### config.mk
export PLATFORM = sky130hd
export DESIGN_NAME = fault_status_indicator
export DESIGN_NICKNAME = d
export VERILOG_FILES = /design/src/logic/fault_pkg.sv /design/src/logic/blink_prescaler.sv /design/src/logic/fault_status_indicator.sv
export SDC_FILE = /design/constraint.sdc
export NUM_CORES = 1
export LEC_CHECK = 0
export BUFFER_PORTS_ARGS = -buffer_cell sky130_fd_sc_hd__buf_4
export CAP_MARGIN = 5
export CORE_MARGIN = 2
export CORE_UTILIZATION = 49
export DETAILED_ROUTE_END_ITERATION = 7
export GPL_ROUTABILITY_DRIVEN = 0
export PLACE_DENSITY = 0.81
export SLEW_MARGIN = 20
export SYNTH_ARGS = -nofsm -noshare
export SYNTH_HDL_FRONTEND = slang
export SYNTH_SLANG_ARGS = --single-unit
### constraint.sdc
create_clock -name ref_clk -period 3.42 [get_ports ref_clk]
set_input_delay 0.342 -clock ref_clk [delete_from_list [all_inputs] [get_ports ref_clk]]
set_output_delay 0.342 -clock ref_clk [all_outputs]
set_load 0.05 [all_outputs]
### src/logic/fault_pkg.sv
package fault_pkg;

    // ------------------------------------------------------------
    // Widths and counts
    // ------------------------------------------------------------
    localparam int MV_W = 16;
    localparam int CH_N = 2;
    localparam int AL_N = 4;
    localparam int DISP_W = 16;
    localparam int PRE_W = 26;

    // ------------------------------------------------------------
    // Timing
    // ------------------------------------------------------------
    localparam int CLK_PERIOD_NS = 10;
    localparam int BLINK_HALF_MS = 500;
    localparam int BLINK_HALF_CYC = BLINK_HALF_MS * 1000000 / CLK_PERIOD_NS;
    localparam logic [PRE_W-1:0] BLINK_HALF_DEFAULT = PRE_W'(BLINK_HALF_CYC);
    localparam logic [PRE_W-1:0] PRE_ONE = 26'h0000001;
    localparam logic [PRE_W-1:0] PRE_ZERO = 26'h0000000;

    // ------------------------------------------------------------
    // Output levels and display codes
    // ------------------------------------------------------------
    // Current outputs are in 0.01 mA steps, others in 0.01 % steps.
    localparam logic [MV_W-1:0] CUR_OFF_CODE = 16'h00c8;
    localparam logic [MV_W-1:0] PCT_OFF_CODE = 16'h0000;
    // Display codes below are arbitrary symbol indices for the display driver.
    localparam logic [DISP_W-1:0] CODE_INPUT_ERR = 16'h0e01;
    localparam logic [DISP_W-1:0] CODE_MEM_ERR = 16'h0e02;
    localparam logic [DISP_W-1:0] CODE_ADC_ERR = 16'h0e03;
    localparam logic [DISP_W-1:0] CODE_ASSIGN_ERR = 16'h0e04;
    localparam logic [DISP_W-1:0] CODE_FATAL_ERR = 16'h0e05;

    // ------------------------------------------------------------
    // Types
    // ------------------------------------------------------------
    typedef logic [MV_W-1:0] mv_t;

    typedef enum logic [1:0] {
        LAMP_OFF = 2'b00,
        LAMP_GREEN = 2'b01,
        LAMP_RED = 2'b10
    } lamp_color_e;

    typedef struct packed {
        logic green;
        logic red;
    } lamp_s;

    typedef struct packed {
        logic online;
        logic connected;
        logic comm_timeout;
        logic net_power_absent;
        logic dup_addr;
        logic bus_off;
    } net_status_s;

    typedef struct packed {
        logic fatal;
        logic assign_err;
        logic input_fault;
        logic mem_fault;
        logic adc_fault;
    } fault_s;

endpackage : fault_pkg

### src/logic/blink_prescaler.sv
`timescale 1ns/1ps

module blink_prescaler import fault_pkg::*; (
    // Clock and reset
    input wire logic ref_clk,
    input wire logic sys_rst,
    // Half period in clock cycles, zero acts as one
    input wire logic [PRE_W-1:0] half_period,
    // Square wave phase, high in the lit half
    output logic blink_phase
);

    typedef struct packed {
        logic [PRE_W-1:0] cnt;
        logic phase;
    } pre_state_s;

    pre_state_s st_q;
    pre_state_s st_d;

    // Count up to the half period, then flip the phase.
    always_comb begin
        st_d = st_q;
        if (st_q.cnt + PRE_ONE >= half_period) begin
            st_d.cnt = PRE_ZERO;
            st_d.phase = ~st_q.phase;
        end else begin
            st_d.cnt = st_q.cnt + PRE_ONE;
        end
    end

    // Start lit so a blinking lamp shows at once after reset.
    always_ff @(posedge ref_clk or posedge sys_rst) begin
        if (sys_rst) begin
            st_q <= '{cnt: PRE_ZERO, phase: 1'b1};
        end else begin
            st_q <= st_d;
        end
    end

    assign blink_phase = st_q.phase;

    // A half period of one, or of zero which acts as one, must flip the phase on every edge.
    chk_phase_flips: assert property (@(posedge ref_clk) disable iff (sys_rst) // see RULE14
        (half_period <= PRE_ONE && $stable(half_period)) |=> (blink_phase != $past(blink_phase)))
        else $error("blink phase did not toggle at a one-cycle half period");

endmodule : blink_prescaler

### src/logic/fault_status_indicator.sv
`timescale 1ns/1ps

// Overview of operation
// RULE1: Network and control healthy: both lamps steady green.
// RULE2: Node normal, no master connection yet: module green, network blinks green.
// RULE3: Master time-out or network power missing: network blinks red, module green.
// RULE4: Duplicate address or bus-off: network steady red, module green.
// RULE5: Fatal internal fault: module steady red, network off.
// RULE6: Data assignment error: module blinks red, network keeps its normal state.
// RULE7: Module lamp off while unpowered or held in reset.
// RULE8: Network lamp off whenever the node is not on-line.
// RULE9: Any active error alternates its code with the normal display item.
// RULE10: Input fault drives control outputs to the configured error value.
// RULE11: Input fault evaluates every alarm as upper limit exceeded.
// RULE12: Memory or converter fault: alarms off, control outputs forced off.
// RULE13: Memory and converter faults show distinct error codes.
// RULE14: Blinking and alternation use a prescaled counter with configurable period.
module fault_status_indicator import fault_pkg::*; (
    // Clock and reset
    input wire logic ref_clk,
    input wire logic sys_rst,
    // Conditions from the network engine and diagnostics, same clock
    input wire net_status_s net_status,
    input wire fault_s faults,
    // Blink half period in clock cycles
    input wire logic [PRE_W-1:0] blink_half_period,
    // Control path
    input wire mv_t [CH_N-1:0] computed_mv,
    input wire logic [CH_N-1:0] current_range,
    input wire mv_t mv_at_pv_error,
    // Alarm path
    input wire logic [AL_N-1:0] alarm_eval,
    input wire logic [AL_N-1:0] alarm_upper_eval,
    // Front display
    input wire logic [DISP_W-1:0] display_item,
    output logic [DISP_W-1:0] display_code,
    // Lamps
    output lamp_s module_status_lamp,
    output lamp_s network_status_lamp,
    // Process outputs
    output mv_t [CH_N-1:0] control_out,
    output logic [AL_N-1:0] alarm_out
);

    // ------------------------------------------------------------
    // State
    // ------------------------------------------------------------
    typedef struct packed {
        lamp_s ms;
        lamp_s ns;
        logic [DISP_W-1:0] disp;
        mv_t [CH_N-1:0] ctrl;
        logic [AL_N-1:0] alarm;
    } ind_state_s;

    ind_state_s st_q;
    ind_state_s st_d;
    logic blink_phase;
    lamp_color_e ms_color;
    lamp_color_e ns_color;
    logic ms_blink;
    logic ns_blink;
    logic any_err;
    logic hard_fault;
    logic [DISP_W-1:0] err_code;

    // ------------------------------------------------------------
    // Blink timebase
    // ------------------------------------------------------------
    blink_prescaler u_blink (
        .ref_clk(ref_clk),
        .sys_rst(sys_rst),
        .half_period(blink_half_period),
        .blink_phase(blink_phase)
    );

    // Turns a colour and a blink request into the lamp drive.
    function automatic lamp_s drive_lamp(lamp_color_e c, logic blink, logic phase);
        lamp_s l;
        l.green = (c == LAMP_GREEN) && (!blink || phase);
        l.red = (c == LAMP_RED) && (!blink || phase);
        return l;
    endfunction : drive_lamp

    // ------------------------------------------------------------
    // Lamp selection
    // ------------------------------------------------------------
    // Network conditions are ranked by severity; the fatal fault overrides all.
    always_comb begin
        ns_color = LAMP_GREEN; // see RULE1
        ns_blink = 1'b0;
        if (faults.fatal) begin
            ns_color = LAMP_OFF; // see RULE5
        end else if (!net_status.online) begin
            ns_color = LAMP_OFF; // see RULE8
        end else if (net_status.dup_addr || net_status.bus_off) begin
            ns_color = LAMP_RED; // see RULE4
        end else if (net_status.comm_timeout || net_status.net_power_absent) begin
            ns_color = LAMP_RED; // see RULE3
            ns_blink = 1'b1;
        end else if (!net_status.connected) begin
            ns_blink = 1'b1; // see RULE2
        end
    end

    // The assignment error leaves the network lamp to its own logic above.
    always_comb begin
        ms_color = LAMP_GREEN;
        ms_blink = 1'b0;
        if (faults.fatal) begin
            ms_color = LAMP_RED; // see RULE5
        end else if (faults.assign_err) begin
            ms_color = LAMP_RED; // see RULE6
            ms_blink = 1'b1;
        end
    end

    // ------------------------------------------------------------
    // Error code selection
    // ------------------------------------------------------------
    // Only one code fits the display, so the most severe one is shown.
    always_comb begin
        any_err = 1'b1;
        err_code = CODE_FATAL_ERR;
        if (faults.fatal) begin
            err_code = CODE_FATAL_ERR;
        end else if (faults.mem_fault) begin
            err_code = CODE_MEM_ERR; // see RULE13
        end else if (faults.adc_fault) begin
            err_code = CODE_ADC_ERR; // see RULE13
        end else if (faults.input_fault) begin
            err_code = CODE_INPUT_ERR;
        end else if (faults.assign_err) begin
            err_code = CODE_ASSIGN_ERR;
        end else begin
            any_err = 1'b0;
        end
    end

    assign hard_fault = faults.mem_fault || faults.adc_fault;

    // ------------------------------------------------------------
    // Next state
    // ------------------------------------------------------------
    always_comb begin
        st_d = st_q;
        st_d.ms = drive_lamp(ms_color, ms_blink, blink_phase); // see RULE14
        st_d.ns = drive_lamp(ns_color, ns_blink, blink_phase);
        // The error code takes the lit half, the normal item the dark half.
        st_d.disp = (any_err && blink_phase) ? err_code : display_item; // see RULE9
        for (int i = 0; i < CH_N; i++) begin
            if (hard_fault) begin
                st_d.ctrl[i] = current_range[i] ? CUR_OFF_CODE : PCT_OFF_CODE; // see RULE12
            end else if (faults.input_fault) begin
                st_d.ctrl[i] = mv_at_pv_error; // see RULE10
            end else begin
                st_d.ctrl[i] = computed_mv[i];
            end
        end
        if (hard_fault) begin
            st_d.alarm = '0; // see RULE12
        end else if (faults.input_fault) begin
            st_d.alarm = alarm_upper_eval; // see RULE11
        end else begin
            st_d.alarm = alarm_eval;
        end
    end

    // ------------------------------------------------------------
    // Registers
    // ------------------------------------------------------------
    // Reset darkens both lamps and clears every process output to zero, which is below the current off code.
    always_ff @(posedge ref_clk or posedge sys_rst) begin
        if (sys_rst) begin
            st_q <= '0; // see RULE7
        end else begin
            st_q <= st_d;
        end
    end

    assign module_status_lamp = st_q.ms;
    assign network_status_lamp = st_q.ns;
    assign display_code = st_q.disp;
    assign control_out = st_q.ctrl;
    assign alarm_out = st_q.alarm;

    // ------------------------------------------------------------
    // Checks
    // ------------------------------------------------------------
    chk_healthy_green: assert property (@(posedge ref_clk) disable iff (sys_rst) // see RULE1
        (!faults.fatal && !faults.assign_err && net_status == 6'b110000)
        |=> (module_status_lamp == 2'b10 && network_status_lamp == 2'b10))
        else $error("healthy node does not show two steady green lamps");

    chk_unconnected_blink: assert property (@(posedge ref_clk) disable iff (sys_rst) // see RULE2
        (!faults.fatal && net_status == 6'b100000)
        |=> (!network_status_lamp.red && network_status_lamp.green == $past(blink_phase)))
        else $error("network lamp does not blink green before connection");

    chk_timeout_red_blink: assert property (@(posedge ref_clk) disable iff (sys_rst) // see RULE3
        (!faults.fatal && net_status.online && !net_status.dup_addr && !net_status.bus_off
        && (net_status.comm_timeout || net_status.net_power_absent))
        |=> (!network_status_lamp.green && network_status_lamp.red == $past(blink_phase)))
        else $error("network lamp does not blink red on time-out");

    chk_busoff_red: assert property (@(posedge ref_clk) disable iff (sys_rst) // see RULE4
        (!faults.fatal && net_status.online && (net_status.dup_addr || net_status.bus_off))
        |=> (network_status_lamp == 2'b01))
        else $error("network lamp not steady red on bus-off");

    chk_fatal_lamps: assert property (@(posedge ref_clk) disable iff (sys_rst) // see RULE5
        faults.fatal |=> (module_status_lamp == 2'b01 && network_status_lamp == 2'b00))
        else $error("fatal fault lamp pattern wrong");

    chk_assign_blink: assert property (@(posedge ref_clk) disable iff (sys_rst) // see RULE6
        (!faults.fatal && faults.assign_err)
        |=> (!module_status_lamp.green && module_status_lamp.red == $past(blink_phase)))
        else $error("module lamp does not blink red on assignment error");

    chk_offline_dark: assert property (@(posedge ref_clk) disable iff (sys_rst) // see RULE8
        !net_status.online |=> (network_status_lamp == 2'b00))
        else $error("network lamp lit while off-line");

    chk_display_alt: assert property (@(posedge ref_clk) disable iff (sys_rst) // see RULE9
        (faults.mem_fault && !faults.fatal && blink_phase)
        ##1 (faults.mem_fault && !faults.fatal && !blink_phase)
        |-> (display_code == CODE_MEM_ERR) ##1 (display_code == $past(display_item)))
        else $error("display does not alternate code and item");

    chk_input_mv: assert property (@(posedge ref_clk) disable iff (sys_rst) // see RULE10
        (faults.input_fault && !faults.mem_fault && !faults.adc_fault)
        |=> (control_out[0] == $past(mv_at_pv_error) && control_out[1] == $past(mv_at_pv_error)))
        else $error("control output ignores error manipulated value");

    chk_input_alarm: assert property (@(posedge ref_clk) disable iff (sys_rst) // see RULE11
        (faults.input_fault && !faults.mem_fault && !faults.adc_fault)
        |=> (alarm_out == $past(alarm_upper_eval)))
        else $error("alarms not evaluated as upper limit exceeded");

    chk_hard_off: assert property (@(posedge ref_clk) disable iff (sys_rst) // see RULE12
        (faults.mem_fault || faults.adc_fault) |=> (alarm_out == '0
        && control_out[0] == ($past(current_range[0]) ? CUR_OFF_CODE : PCT_OFF_CODE)))
        else $error("outputs not forced off on memory or converter fault");

    chk_adc_code: assert property (@(posedge ref_clk) disable iff (sys_rst) // see RULE13
        (faults.adc_fault && !faults.mem_fault && !faults.fatal && blink_phase)
        |=> (display_code == CODE_ADC_ERR))
        else $error("converter fault code not shown");

endmodule : fault_status_indicator

# Yosys cells after proc, flatten, opt, wreduce, memory -nomap -nowiden
# Cells that the tools add are included.
# classes
n_addsub	1
n_lt_le_gt_ge	1
eq_ne	4
muxes	32
bitwise	1
n_reduce_logical	12
# op_table
op	n
$mux W16	5
$add A26 B1 Y26 const B	1
$ge A26 B26 Y1	1
$mux W26	1
$mux W8	2
$mux W1	12
$mux W2	6
$mux W3	4
$mux W4	2
$logic_and A1 B1 Y1	5
$logic_or A1 B1 Y1	5
$eq A2 B1 Y1 const B	2
$eq A2 B2 Y1 const B	2
$logic_not A1 Y1	2
$not A1 Y1	1
# word_totals
reg_bits	83
inputBits	113
out_inout_bits	56
elab_cells	61

# Depth between registers and ports, before layout
# depth
depth_word	8
ltp_mapped	14
ltp_nobuf	13

# Cells and area by module
# Synthesis repeated with hierarchy kept, for this count alone.
# unflattened
cells_unflattened	405
hier_area_um2	4137.7
# by_module_without_submodules
mod	n_inst	cells_per_inst	area_per_inst_um2	seq_area_each_um2
fault_status_indicator	1	197	2188.3	1401.3
blink_prescaler	1	208	1949.4	676.9

# Worst setup path before layout
# Ideal clock, no wire load.
# synth_path
path_kind	flip-flop to flip-flop
from	register u_blink.st_q[11] in the netlist's numbering
to	register u_blink.st_q[10] in the netlist's numbering
setup_ps	122
arrival_ps	2510
required_time_ps	3298
path_slack_ps	788
stages_incl_launch_ff	13
n_path_buf	1
synth_period_minus_slack_ps	2632
cell_sequence	dfrtp_1 > and4_4 > nand4_4 > nor2_2 > nand4_1 > xnor2_1 > ha_1 > nand4_1 > nor4_1 > o41ai_2 > nand3_2 > buf_2 > nor2b_1
# synth_rtl
item	line	source
start, declared	blink_prescaler.sv:18	pre_state_s st_q;
start signal, assigned	blink_prescaler.sv:35	st_q <= '{cnt: PRE_ZERO, phase: 1'b1};
start signal, assigned	blink_prescaler.sv:37	st_q <= st_d;

==> flow_summary.json <==
{
  "status": "completed",
  "synth_largest_area_cell": "dfrtp_1",
  "worstPathArrival_ns": 3.35,
  "grt.overflow.total": 0,
  "placement.io_buffers": 168,
  "layout_area_growth_over_synthesis_pct": 39.63,
  "synthTopCellsByArea": "dfrtp_1 (49%), ha_1 (8.1%), a21oi_1 (5.8%)",
  "fp.dieH_um": 96.32,
  "via_count_of_the_first_global_routing_pass": 3516,
  "post_route_clock_period_utilization_pct": 90.35,
  "finalNetCount": 716,
  "fillers": 612,
  "tritoncts": "yes",
  "yosys_warnings": 0,
  "syn_area_um2": 4177,
  "synth_edf_count": 0,
  "pin_count": 169,
  "grt_setup_unrepaired": "no",
  "largest_voltage_drop_on_the_vdd_net_mv": 0.3253,
  "synth_fp_nets": 547,
  "grt_max_degree": 56,
  "postCtsSetupBuffers": 0,
  "seq_area_frac_synth_pct": 49.76,
  "grt_use_total_pct": 23.13,
  "hold_path_class": "input port to async pin",
  "crit_end_category": "register",
  "route.vias.total": 3447,
  "drc_violation_total_after_the_first_tritonroute_iteration": 94,
  "total_leakage_power_nw": 3.078,
  "shortest_clock_period_the_worst_path_allows_after_layout_ns": 3.090,
  "cts-resized-gates": 0,
  "netlist.area_leader.share_pct": 49.13,
  "post_synth_inst_count": 407,
  "post_route_hold_slack_ns": 0.1525,
  "average_cell_area_after_synthesis_um2": 10.26,
  "post-place-cells": 670,
  "cts.hold.buffers_added": 0,
  "placed_cell_area_um2": 5535,
  "antenna_cells_inserted": 0,
  "finalHoldViolCount": 0,
  "synth_top_cells_by_count": "dfrtp_1 (82), a21oi_1 (48), nand2b_1 (37)",
  "clock_root_cell": "clkbuf_8",
  "core_area_um2": 8258,
  "finalSetupViolCount": 0,
  "clkSlewWorstSetupHoldPaths_ns": 0.09,
  "wire_length_of_the_first_global_routing_pass_um": 16190,
  "dp_hpwl_um": 8115,
  "yosysUniqueCellTypes": 44,
  "start_kind": "register",
  "synth_most_common_cell": "dfrtp_1",
  "cts_max_path_buffers": 2,
  "grt_antenna_before_repair": 0,
  "multiInputGateArea_um2": 1932,
  "final-max-slew-violation-count": 0,
  "clock_sinks": 83,
  "crit_path_max_fanout": 12,
  "postRouteAntennaNets": 0,
  "fin_setup_tns_ns": 0,
  "register_area_um2": 2078,
  "via_per_inst": 5.025,
  "maxSlewHeadroom_pct": 39.88,
  "drt_pass1_iterations": 4,
  "ys_dominant_reg_cell": "dfrtp_1",
  "drt-total-wl_um": 10440,
  "design_power_total_mw": 2.425,
  "htreeDepth": 3,
  "detail_route.wl_per_cell_um": 15.22,
  "timing.fmax_mhz": 323.6,
  "timing.setup.critical_path_class": "register to register",
  "synthArstFlopShare_pct": 100.0,
  "post_route_cells_drive_above_1_share_pct": 35.80,
  "cp_data_required_time_ns": 3.68,
  "fp.dieArea_um2": 9278,
  "finish.cell_count_without_fillers": 686,
  "place_ws_ns": 0.3948,
  "fin_skew_ns": 0.01183,
  "final_cell_area_um2": 5832,
  "ff2ff_setup_slack_ns": 0.33,
  "cts-buffers-inserted": 9,
  "placement_rows": 33,
  "final_critical_path_setup_slack_ns": 0.3301,
  "maxCapViolations": 0,
  "insertion_delay_ns": 0.34,
  "final_core_util_pct": 70.62,
  "die_width_um": 96.32,
  "number_of_drc_violations_after_detailed_routing": 0,
  "power.density_cell_area_nw_per_um2": 415.8,
  "postSynthRegisterBits": 83,
  "initial_core_util_pct": 50.58,
  "timing.reg2reg.worst_path_depth": 12,
  "worst_pin_slew_ns": 0.9008
}
[metal layers]
metal,routed length (µm),vias to the layer above,GRT usage [%],part of all wire [%]
li1,-,1691,-,-
met1,4074,1588,27.29,39
met2,5102,142,37.56,49
met3,962,26,9.005,9.2
met4,303,0,10.09,2.9
met5,0,-,0,0
[worst max-delay path: stages, from the launching register on]
cell,delay (ns)
dfrtp_1,0.45
nand4_2,0.19
nor2_4,0.23
nand2_1,0.10
nor2_1,0.15
xor2_1,0.27
ha_1,0.30
a21oi_1,0.14
o21ai_0,0.09
a221oi_1,0.36
nand3_2,0.29
buf_4,0.27
nor2b_1,0.14
[cell usage in the layout, fill, tap and decap left out, types with 2 or more instances in the layout]
cell type  instances
and4_4             2
and3_1             5
xnor2_1           13
xor2_1            10
mux2i_1            4
xor2_2             2
nand3_2            2
buf_4            172
nor2_2             2
ha_1              27
inv_1             26
nor4_1             2
o21ai_0            7
and2_1            10
nor3_1             2
nand2b_1          37
nand3_1           12
nor2_1            20
nand4_1            9
nand2_1           27
nor2_4             2
bufinv_16          5
a21oi_1           48
dfrtp_1           82
clkbuf_8          10
nor2b_1           23
a21o_1             3
[worst paths after layout]
| kind | from | to |
|---|---|---|
| max reg2reg | u_blink.st_q[4] | u_blink.st_q[22] |
| max in group asynchronous | sys_rst | control_out[14] |
| min reg2reg | u_blink.st_q[1] | u_blink.st_q[1] |
| min in group ref_clk | net_status[1] | network_status_lamp[1] |
| max | u_blink.st_q[4] | u_blink.st_q[22] |
| min | sys_rst | display_code[5] |
[layout make-up]
cell class	instances	share of cell area [%]
inverter	27	1.759
timing repair buffer	172	22.14
clock inverter	6	2.725
sequential	83	35.64
tap	105	2.253
multi-input combinational	283	33.13
clock buffer	10	2.360
[power breakdown]
group	switching [mW]	internal, mW	total [mW]
Clock	0.354	0.655	1.01
Sequential	0.0106	1.01	1.02
Combinational	0.230	0.162	0.392
Total	0.594	1.83	2.42
[flip-flops by register name (all words and copies together), names as in the netlist]
name and flops:
alarm_out 4, control_out 32, display_code 16, module_status_lamp 2
network_status_lamp 2, u_blink.blink_phase 1, u_blink.st_q 26
[logic make-up (layout without fill, tap and decap cells)]
| kind of cell | count (synthesis) | count (layout) | share of synthesized area [%] |
|---|---|---|---|
| compound gates | 65 | 65 | 9.138 |
| xor+xnor | 25 | 25 | 5.602 |
| fa+ha+maj | 27 | 27 | 8.089 |
| buf+inv | 41 | 215 | 3.984 |
| flops | 83 | 83 | 49.76 |
| mux | 4 | 4 | 0.9587 |
| simple gates | 162 | 162 | 22.47 |
No activity file was read; power rests on OpenSTA's default activity.
